<file path="src/common/txhc_pkg.sv">
// Constants and types shared by the transmit control and setup registers.
package txhc_pkg;

    ////////////////////////////////////////////////////////////////////////
    localparam int ADDR_W = 12;
    localparam logic [11:0] TRANSMIT_CONTROL_OFS = 12'h010;
    localparam logic [11:0] HARDWARE_SETUP_OFS = 12'h014;

    localparam int TX_FLUSH_BIT = 0;
    localparam int TX_HALT_REQ_BIT = 1;
    localparam int TX_ENABLE_BIT = 2;

    localparam int RESET_PROTECT_BIT = 15;
    localparam int EMULATION_SELECT_BIT = 16;
    localparam int DETACH_REQUEST_BIT = 17;
    localparam int DETACH_WAKE_FLAG_BIT = 18;

    localparam logic TX_ENABLE_RESET = 1'b0;
    localparam logic TX_HALT_REQ_RESET = 1'b0;
    localparam logic TX_FLUSH_RESET = 1'b0;
    localparam logic RESET_PROTECT_RESET = 1'b0;
    localparam logic EMULATION_SELECT_RESET = 1'b0;
    localparam logic DETACH_REQUEST_RESET = 1'b0;
    localparam logic DETACH_WAKE_FLAG_RESET = 1'b0;
    localparam logic [31:0] READ_ZERO = 32'h0000_0000;

    ////////////////////////////////////////////////////////////////////////
    localparam int CLOCK_PERIOD_NS = 10;
    localparam int DETACH_HOLD_NS = 1000;
    localparam int DETACH_HOLD_CYCLES =
        (DETACH_HOLD_NS + CLOCK_PERIOD_NS - 1) / CLOCK_PERIOD_NS;
    localparam int HOLD_W = 8;

    ////////////////////////////////////////////////////////////////////////
    typedef enum logic [1:0] {
        HALT_IDLE = 2'b00,
        HALT_DRAIN = 2'b01,
        HALT_DONE = 2'b11,
        HALT_SETTLE = 2'b10
    } txhc_halt_state_t;

    typedef enum logic [1:0] {
        BUS_ATTACHED = 2'b00,
        BUS_HOLD = 2'b01,
        BUS_DETACHED = 2'b11,
        BUS_WAKE = 2'b10
    } txhc_bus_state_t;

endpackage : txhc_pkg

</file>
<file path="src/rtl/txhc_halt_ctrl.sv">
// Graceful transmitter halt sequencer.
`timescale 1ns/100ps
module txhc_halt_ctrl (
    input wire logic clock,
    input wire logic rst,
    input wire logic softReset,
    input wire logic haltRequest,
    input wire logic frameBusy,
    input wire logic pipeIdle,
    output logic haltDone
);

    typedef struct packed {
        txhc_pkg::txhc_halt_state_t state;
        logic pulse;
    } txhc_halt_regs_t;

    txhc_halt_regs_t s;
    txhc_halt_regs_t next_s;

    ////////////////////////////////////////////////////////////////////////
    always_comb begin
        next_s = s;
        next_s.pulse = 1'b0;
        unique case (s.state)
            txhc_pkg::HALT_IDLE: begin
                if (haltRequest) begin
                    next_s.state = txhc_pkg::HALT_DRAIN;
                end
            end
            txhc_pkg::HALT_DRAIN: begin
                // The frame in flight is finished and the pipe emptied.
                if (!frameBusy && pipeIdle) begin
                    next_s.state = txhc_pkg::HALT_DONE;
                    next_s.pulse = 1'b1;
                end
            end
            txhc_pkg::HALT_DONE: begin
                next_s.state = txhc_pkg::HALT_SETTLE;
            end
            txhc_pkg::HALT_SETTLE: begin
                next_s.state = txhc_pkg::HALT_IDLE;
            end
        endcase
        if (softReset) begin
            next_s.state = txhc_pkg::HALT_IDLE;
            next_s.pulse = 1'b0;
        end
    end

    always_ff @(posedge clock or posedge rst) begin
        if (rst) begin
            s <= '{state: txhc_pkg::HALT_IDLE, pulse: 1'b0};
        end else begin
            s <= next_s;
        end
    end

    assign haltDone = s.pulse;

endmodule : txhc_halt_ctrl

</file>
<file path="src/rtl/txhc_bus_detach.sv">
// Bus detach and wake sequencer.
`timescale 1ns/100ps
module txhc_bus_detach #(
    parameter int HOLD_CYCLES = txhc_pkg::DETACH_HOLD_CYCLES
) (
    input wire logic clock,
    input wire logic rst,
    input wire logic softReset,
    input wire logic detachStart,
    input wire logic linkUp,
    input wire logic gpioWake,
    output logic usbDetach,
    output logic wakeEvent
);

    localparam logic [txhc_pkg::HOLD_W-1:0] HOLD_LAST =
        txhc_pkg::HOLD_W'(HOLD_CYCLES - 1);

    typedef struct packed {
        txhc_pkg::txhc_bus_state_t state;
        logic [txhc_pkg::HOLD_W-1:0] count;
        logic detach;
        logic wake;
    } txhc_bus_regs_t;

    txhc_bus_regs_t s;
    txhc_bus_regs_t next_s;

    ////////////////////////////////////////////////////////////////////////
    always_comb begin
        next_s = s;
        next_s.wake = 1'b0;
        unique case (s.state)
            txhc_pkg::BUS_ATTACHED: begin
                if (detachStart) begin
                    next_s.state = txhc_pkg::BUS_HOLD;
                    next_s.detach = 1'b1;
                    next_s.count = '0;
                end
            end
            txhc_pkg::BUS_HOLD: begin
                // A short floor keeps the host from seeing a glitch.
                if (s.count == HOLD_LAST) begin
                    next_s.state = txhc_pkg::BUS_DETACHED;
                end else begin
                    next_s.count = s.count + 1'b1;
                end
            end
            txhc_pkg::BUS_DETACHED: begin
                if (linkUp || gpioWake) begin
                    next_s.state = txhc_pkg::BUS_WAKE;
                    next_s.detach = 1'b0;
                    next_s.wake = 1'b1;
                end
            end
            txhc_pkg::BUS_WAKE: begin
                next_s.state = txhc_pkg::BUS_ATTACHED;
            end
        endcase
        if (softReset) begin
            next_s.state = txhc_pkg::BUS_ATTACHED;
            next_s.detach = 1'b0;
            next_s.wake = 1'b0;
            next_s.count = '0;
        end
    end

    always_ff @(posedge clock or posedge rst) begin
        if (rst) begin
            s <= '{state: txhc_pkg::BUS_ATTACHED, count: '0,
                   detach: 1'b0, wake: 1'b0};
        end else begin
            s <= next_s;
        end
    end

    assign usbDetach = s.detach;
    assign wakeEvent = s.wake;

endmodule : txhc_bus_detach

</file>
<file path="src/rtl/txhc_regs.sv">
// Transmit control and hardware setup registers behind an APB slave.
//
// Summary of operation
// - Enable bit set: transmitter runs, FIFO drains.
// - Enable clears itself after requested halt completes.
// - Halt request finishes current frame, then stops.
// - Halt request bit clears once transmitter stopped.
// - Writes to halt request ignored while set.
// - Halt clears only with datapath empty.
// - Flush bit resets FIFO pointers, self-clears.
// - Sticky detach-wake flag, cleared by writing one.
// - Detach request disconnects device from USB.
// - On wake reattach and set detach-wake flag.
// - Emulation select picks defaults or descriptor RAM.
// - Emulation select ignored when EEPROM present.
// - Emulation select is a reset-guarded field.
// - Guarded fields survive soft resets when protected.
// - Pulse transmit-halted event when requested halt completes.
`timescale 1ns/100ps
module txhc_regs #(
    parameter int DETACH_HOLD = txhc_pkg::DETACH_HOLD_CYCLES
) (
    input wire logic clock,
    input wire logic rst,
    input wire logic softReset,
    input wire logic psel,
    input wire logic penable,
    input wire logic pwrite,
    input wire logic [txhc_pkg::ADDR_W-1:0] paddr,
    input wire logic [31:0] pwdata,
    input wire logic [3:0] pstrb,
    output logic [31:0] prdata,
    output logic pready,
    output logic pslverr,
    input wire logic frameBusy,
    input wire logic pipeIdle,
    input wire logic linkUp,
    input wire logic gpioWake,
    input wire logic eepromPresent,
    output logic txEnable,
    output logic txHaltRequest,
    output logic txStartAllow,
    output logic txFifoFlush,
    output logic transmitHaltedEvent,
    output logic usbDetach,
    output logic descriptorFromRam,
    output logic resetProtect
);

    ////////////////////////////////////////////////////////////////////////
    // Register state. Guarded fields share one struct with the rest; the soft
    // reset branch spares them by testing the protection bit.

    typedef struct packed {
        logic txOn;
        logic haltReq;
        logic flush;
        logic detachReq;
        logic wakeFlag;
        logic emulation;
        logic protect;
        logic startAllow;
        logic fromRam;
        logic [31:0] rdata;
        logic ready;
        logic slverr;
    } txhc_reg_state_t;

    txhc_reg_state_t s;
    txhc_reg_state_t next_s;

    logic haltDone;
    logic wakeEvent;
    logic detachOut;

    ////////////////////////////////////////////////////////////////////////
    // Byte lane of a bit position, used for every field write.

    function automatic logic laneOn(input logic [3:0] strb, input int pos);
        laneOn = strb[pos / 8];
    endfunction : laneOn

    function automatic logic isMapped(
        input logic [txhc_pkg::ADDR_W-1:0] addr
    );
        isMapped = (addr == txhc_pkg::TRANSMIT_CONTROL_OFS) ||
                   (addr == txhc_pkg::HARDWARE_SETUP_OFS);
    endfunction : isMapped

    ////////////////////////////////////////////////////////////////////////
    // Read views of both registers, built from current state.

    function automatic logic [31:0] readView(
        input logic [txhc_pkg::ADDR_W-1:0] addr,
        input txhc_reg_state_t st
    );
        logic [31:0] v;
        v = txhc_pkg::READ_ZERO;
        if (addr == txhc_pkg::TRANSMIT_CONTROL_OFS) begin
            v[txhc_pkg::TX_ENABLE_BIT] = st.txOn;
            v[txhc_pkg::TX_HALT_REQ_BIT] = st.haltReq;
            v[txhc_pkg::TX_FLUSH_BIT] = st.flush;
        end else if (addr == txhc_pkg::HARDWARE_SETUP_OFS) begin
            v[txhc_pkg::DETACH_WAKE_FLAG_BIT] = st.wakeFlag;
            v[txhc_pkg::DETACH_REQUEST_BIT] = st.detachReq;
            v[txhc_pkg::EMULATION_SELECT_BIT] = st.emulation;
            v[txhc_pkg::RESET_PROTECT_BIT] = st.protect;
        end
        readView = v;
    endfunction : readView

    ////////////////////////////////////////////////////////////////////////
    // Sub-sequencers.

    txhc_halt_ctrl u_halt (
        .clock(clock),
        .rst(rst),
        .softReset(softReset),
        .haltRequest(s.haltReq),
        .frameBusy(frameBusy),
        .pipeIdle(pipeIdle),
        .haltDone(haltDone)
    );

    txhc_bus_detach #(
        .HOLD_CYCLES(DETACH_HOLD)
    ) u_detach (
        .clock(clock),
        .rst(rst),
        .softReset(softReset),
        .detachStart(s.detachReq),
        .linkUp(linkUp),
        .gpioWake(gpioWake),
        .usbDetach(detachOut),
        .wakeEvent(wakeEvent)
    );

    ////////////////////////////////////////////////////////////////////////
    // Next state.

    logic setupPhase;
    logic writeNow;
    logic wrTx;
    logic wrHw;

    always_comb begin
        setupPhase = psel && !penable;
        writeNow = psel && penable && s.ready && pwrite &&
                   isMapped(paddr);
        wrTx = writeNow && (paddr == txhc_pkg::TRANSMIT_CONTROL_OFS);
        wrHw = writeNow && (paddr == txhc_pkg::HARDWARE_SETUP_OFS);

        next_s = s;

        // Self-clearing bits stand for one cycle after the write.
        next_s.flush = 1'b0;
        next_s.detachReq = 1'b0;

        // APB answers in the cycle after setup: no wait states.
        next_s.ready = setupPhase;
        next_s.slverr = setupPhase && !isMapped(paddr);
        if (setupPhase) begin
            next_s.rdata = pwrite ? txhc_pkg::READ_ZERO
                                  : readView(paddr, s);
        end else begin
            next_s.rdata = txhc_pkg::READ_ZERO;
        end

        // Transmit control writes.
        if (wrTx && laneOn(pstrb, txhc_pkg::TX_ENABLE_BIT)) begin
            next_s.txOn = pwdata[txhc_pkg::TX_ENABLE_BIT];
        end
        if (wrTx && laneOn(pstrb, txhc_pkg::TX_HALT_REQ_BIT) &&
            !s.haltReq) begin
            next_s.haltReq = pwdata[txhc_pkg::TX_HALT_REQ_BIT];
        end
        if (wrTx && laneOn(pstrb, txhc_pkg::TX_FLUSH_BIT)) begin
            next_s.flush = pwdata[txhc_pkg::TX_FLUSH_BIT];
        end

        // A finished halt drops both the request and the enable; the
        // sequencer only reports done once the datapath is empty.
        if (haltDone) begin
            next_s.haltReq = 1'b0;
            next_s.txOn = 1'b0;
        end

        // Hardware setup writes.
        if (wrHw && laneOn(pstrb, txhc_pkg::DETACH_REQUEST_BIT)) begin
            next_s.detachReq = pwdata[txhc_pkg::DETACH_REQUEST_BIT];
        end
        if (wrHw && laneOn(pstrb, txhc_pkg::EMULATION_SELECT_BIT)) begin
            next_s.emulation = pwdata[txhc_pkg::EMULATION_SELECT_BIT];
        end
        if (wrHw && laneOn(pstrb, txhc_pkg::RESET_PROTECT_BIT)) begin
            next_s.protect = pwdata[txhc_pkg::RESET_PROTECT_BIT];
        end
        if (wrHw && laneOn(pstrb, txhc_pkg::DETACH_WAKE_FLAG_BIT) &&
            pwdata[txhc_pkg::DETACH_WAKE_FLAG_BIT]) begin
            next_s.wakeFlag = 1'b0;
        end
        // A wake in the same cycle as a clear keeps the flag set.
        if (wakeEvent) begin
            next_s.wakeFlag = 1'b1;
        end

        // Soft reset clears every control field but not the APB response, except guarded fields when the
        // protection bit is set; only the power-on reset reaches those.
        if (softReset) begin
            next_s.txOn = txhc_pkg::TX_ENABLE_RESET;
            next_s.haltReq = txhc_pkg::TX_HALT_REQ_RESET;
            next_s.flush = txhc_pkg::TX_FLUSH_RESET;
            next_s.detachReq = txhc_pkg::DETACH_REQUEST_RESET;
            next_s.wakeFlag = txhc_pkg::DETACH_WAKE_FLAG_RESET;
            if (!s.protect) begin
                next_s.emulation = txhc_pkg::EMULATION_SELECT_RESET;
                next_s.protect = txhc_pkg::RESET_PROTECT_RESET;
            end
        end

        // No new frame while disabled or while a halt is pending.
        next_s.startAllow = next_s.txOn && !next_s.haltReq;

        // Descriptor source: EEPROM wins, else the emulation select.
        next_s.fromRam = next_s.emulation && !eepromPresent;
    end

    ////////////////////////////////////////////////////////////////////////
    // State register. rst is the power-on reset and clears all fields.

    always_ff @(posedge clock or posedge rst) begin
        if (rst) begin
            s <= '{txOn: txhc_pkg::TX_ENABLE_RESET,
                   haltReq: txhc_pkg::TX_HALT_REQ_RESET,
                   flush: txhc_pkg::TX_FLUSH_RESET,
                   detachReq: txhc_pkg::DETACH_REQUEST_RESET,
                   wakeFlag: txhc_pkg::DETACH_WAKE_FLAG_RESET,
                   emulation: txhc_pkg::EMULATION_SELECT_RESET,
                   protect: txhc_pkg::RESET_PROTECT_RESET,
                   startAllow: 1'b0,
                   fromRam: 1'b0,
                   rdata: txhc_pkg::READ_ZERO,
                   ready: 1'b0,
                   slverr: 1'b0};
        end else begin
            s <= next_s;
        end
    end

    ////////////////////////////////////////////////////////////////////////
    // Outputs, each a flip-flop of this block or of a sequencer.

    assign prdata = s.rdata;
    assign pready = s.ready;
    assign pslverr = s.slverr;
    assign txEnable = s.txOn;
    assign txHaltRequest = s.haltReq;
    assign txStartAllow = s.startAllow;
    assign txFifoFlush = s.flush;
    assign transmitHaltedEvent = haltDone;
    assign usbDetach = detachOut;
    assign descriptorFromRam = s.fromRam;
    assign resetProtect = s.protect;

endmodule : txhc_regs

</file>
<file path="config.mk">
export PLATFORM = sky130hd
export DESIGN_NAME = txhc_regs
export DESIGN_NICKNAME = d
export VERILOG_FILES = /design/src/common/txhc_pkg.sv /design/src/rtl/txhc_halt_ctrl.sv /design/src/rtl/txhc_bus_detach.sv /design/src/rtl/txhc_regs.sv
export SDC_FILE = /design/constraint.sdc
export NUM_CORES = 1
export LEC_CHECK = 0
export BUFFER_PORTS_ARGS = -buffer_cell sky130_fd_sc_hd__buf_2
export CORE_MARGIN = 2
export CORE_UTILIZATION = 44
export DETAILED_ROUTE_END_ITERATION = 12
export GPL_ROUTABILITY_DRIVEN = 0
export GPL_TIMING_DRIVEN = 1
export PLACE_DENSITY = 0.8
export REMOVE_ABC_BUFFERS = 1
export SYNTH_ARGS = -nofsm -noshare
export SYNTH_HDL_FRONTEND = slang
export SYNTH_SLANG_ARGS = --single-unit
</file>
<file path="constraint.sdc">
create_clock -name clock -period 1.93 [get_ports clock]
set_input_delay 0.386 -clock clock [delete_from_list [all_inputs] [get_ports clock]]
set_output_delay 0.386 -clock clock [all_outputs]
set_load 0.02 [all_outputs]
</file>
==> results.json <==
{
  "status": "completed",
  "antenna_found_initial": 0,
  "drt-initial-drc-count": 58,
  "place_hpwl_um": 2610,
  "setup_viol": 0,
  "via_per_inst": 4.931,
  "core_area_mm2": 0.003943,
  "ios": 101,
  "io_buffer_count": 49,
  "wire_per_inst_um": 12.23,
  "arrival_ns": 1.84,
  "grt_setup_unrepaired": "false",
  "initial_utilization": 0.4487,
  "critical_path.top_delay_family": "simple AND/OR/NAND/NOR gates",
  "crit_path_top_delay_cell": "or4_4",
  "reg2reg_to": "u_detach.s[2]$_DFFE_PP0P_",
  "period_needed_ns": 1.628,
  "hold_ws_ns": 0.1773,
  "max_stage_delay_ns": 0.58,
  "crit_required_ns": 2.14,
  "reg2reg_slack_ns": 0.31,
  "async_flop_share": 1.000,
  "clk_pin_slew_ns": 0.07,
  "fmax_mhz": 614.2,
  "hold_viol_final": 0,
  "pre_cts_ws_ns": -0.01026,
  "cts_hold_buffers": 0,
  "vias": 1366,
  "rows": 23,
  "track_usage": 0.1626,
  "diodes": 0,
  "slew_headroom": 0.6679,
  "grt_first_pass_wirelength_um": 5478,
  "first_pass_iters": 4,
  "yosysSeqAreaShare": 0.4668,
  "grt_overflow": 0,
  "cts_max_level": 2,
  "synthFlopType": "dfrtp_1",
  "cts_tree": "yes",
  "crit_path_end_kind": "flip-flop",
  "grt_pass1_vias": 1280,
  "final_core_util": 0.5144,
  "design.die.area_mm2": 0.004544,
  "ant_nets": 0,
  "placed_area_mm2": 0.001946,
  "worst_slew_pin_slew_ns": 0.4964,
  "die_h_um": 67.41,
  "worstSkewPairLatency_ns": 0.28,
  "period_share": 0.8436,
  "cts_buffer_depth": 2,
  "r2r_cells": 5,
  "synth-seq-cells": 33,
  "peakVddDrop_mv": 0.3038,
  "grt_max_degree": 34,
  "yosys_warnings": 0,
  "startpoint_type": "primary input",
  "clockRootBuffer": "clkbuf_8",
  "hp-class": "primary input to asynchronous set/reset pin",
  "area_growth_pct": 14.64,
  "synth_edf_count": 0,
  "synth.cell_area_mm2": 0.001769,
  "drv_slew": 0,
  "drc": 0,
  "crit_buf_inv": 1,
  "finalWirelength_um": 3387,
  "syn_avg_cell_area_um2": 9.995,
  "post-cts-setup-buffer-count": 0,
  "die_w_um": 67.41,
  "cts_resized": 0,
  "final_cells": 277,
  "drive_gt1_frac": 0.3040,
  "r2r_start": "u_detach.s[2]$_DFFE_PP0P_",
  "numCtsBuffers": 5,
  "synthCells": 177,
  "leakagePower_nw": 1.093,
  "clock_sinks": 33,
  "fin_ws_ns": 0.3018,
  "clock_skew_ns": 0.003858,
  "power.density_mw_per_mm2": 649.9,
  "synth_cell_type_count": 47,
  "dp.cells": 269,
  "stdcell_area_mm2": 0.002028,
  "path_cells": "buf_2 > or4_4 > nor4_4 > nand4_2 > a21oi_2",
  "timing.max_cap.violations": 0,
  "nets": 286,
  "worst-setup-path-type": "primary input to flip-flop",
  "path_max_fanout": 5
}
## synth_stat cells (all sizes together) (2+ instances only)
cell type / count / area share
nor3: 9 / 0.028
and3: 6 / 0.021
nor2b: 4 / 0.014
a22o: 2 / 0.0099
and2: 4 / 0.014
buf: 32 / 0.14
o21ai: 7 / 0.020
nand2: 9 / 0.019
clkbuf: 3 / 0.0064
a31oi: 2 / 0.0071
nor3b: 2 / 0.0085
or4: 3 / 0.017
mux2i: 2 / 0.011
nand4: 4 / 0.018
nand3: 3 / 0.0085
o41ai: 3 / 0.015
nand2b: 4 / 0.014
a21o: 2 / 0.0092
a21oi: 5 / 0.016
nor4: 2 / 0.016
dfrtp: 33 / 0.47
nor2: 14 / 0.030
inv: 4 / 0.0085
## registers in the layout, indices dropped and copies added (netlist names)
| name | cells |
|---|---|
| resetProtect | 1 |
| pready | 1 |
| u_detach.wakeEvent | 1 |
| u_detach.s | 10 |
| prdata | 7 |
| txStartAllow | 1 |
| s | 3 |
| descriptorFromRam | 1 |
| txHaltRequest | 1 |
| u_halt.s | 2 |
| txEnable | 1 |
| pslverr | 1 |
| txFifoFlush | 1 |
| u_halt.haltDone | 1 |
| u_detach.usbDetach | 1 |
## routing by layer
metal | GRT usage | part of all wire | up-vias
met5 | 0 | 0 | -
met3 | 0.05167 | 0.063 | 8
met4 | 0.07143 | 0.021 | 0
met1 | 0.1898 | 0.41 | 639
li1 | - | - | 671
met2 | 0.2735 | 0.50 | 48
## worst min-delay path, stage by stage
cell and delay, ns:
buf_2 0.09, inv_1 0.04, buf_4 0.36
## layout make-up
cell class | instances | area, µm²
Clock buffer | 6 | 72.57
Sequential cell | 33 | 825.8
Tap cell | 50 | 62.56
Timing Repair Buffer | 53 | 275.3
Fill cell | 373 | 1914
Clock inverter | 2 | 10.01
Multi-Input combinational cell | 129 | 767.0
Inverter | 4 | 15.01
## layout by cell type, fill, tap and decap left out, types with 2 or more instances in the layout
cell	synthesis	routed
a21oi_1	4	4
a22o_1	2	2
a31oi_1	2	2
and2_1	4	4
and3_1	6	6
buf_2	0	49
buf_4	32	4
clkbuf_8	0	5
clkinv_2	0	2
conb_1	1	25
dfrtp_1	33	33
inv_1	4	4
mux2i_1	2	2
nand2_1	9	9
nand2b_1	4	4
nand3_1	3	3
nand4_1	3	3
nor2_1	14	14
nor2b_1	4	4
nor3_1	8	8
nor3b_1	2	2
o21ai_0	7	7
o41ai_1	3	3
or4_4	2	2
## cells by family after synthesis
group           count (synthesis)  share of synthesized area
compound gates                 29                     0.1153
xor+xnor                        1                   0.004951
fa+ha+maj                       1                   0.007071
buf+inv                        39                     0.1506
flops                          33                     0.4668
mux                             2                    0.01132
other cells                     1                   0.002120
simple gates                   71                     0.2419
## worst max-delay path by stage
stage	slack (ns)	end	startpoint	cells past startpoint
2_1_floorplan	0.24	descriptorFromRam$_DFF_PP0_	paddr[10]	4
3_3_place_gp	0.04	descriptorFromRam$_DFF_PP0_	paddr[10]	5
3_5_place_dp	-0.01	descriptorFromRam$_DFF_PP0_	paddr[10]	5
4_1_cts	0.29	descriptorFromRam$_DFF_PP0_	paddr[10]	5
5_1_grt	0.14	u_detach.s[2]$_DFFE_PP0P_	u_detach.s[2]$_DFFE_PP0P_	5
6_report	0.30	descriptorFromRam$_DFF_PP0_	paddr[10]	5
## through the flow
stage	power [mW]	setup TNS, ns
floorplan	0.7832	0
finish	1.318	0
global route	1.376	0
CTS	1.331	0
global placement	0.8357	0
detailed placement	0.8376	-0.01026
## where the power goes
| part | switching (mW) | total (mW) | internal (mW) | leakage [nW] |
|---|---|---|---|---|
| registers | 0.000656 | 0.694 | 0.694 | 0.459 |
| logic | 0.0924 | 0.130 | 0.0374 | 0.589 |
| clock network | 0.245 | 0.494 | 0.250 | 0.0450 |
| total | 0.338 | 1.32 | 0.981 | 1.09 |
No activity file was read; power rests on OpenSTA's default activity.
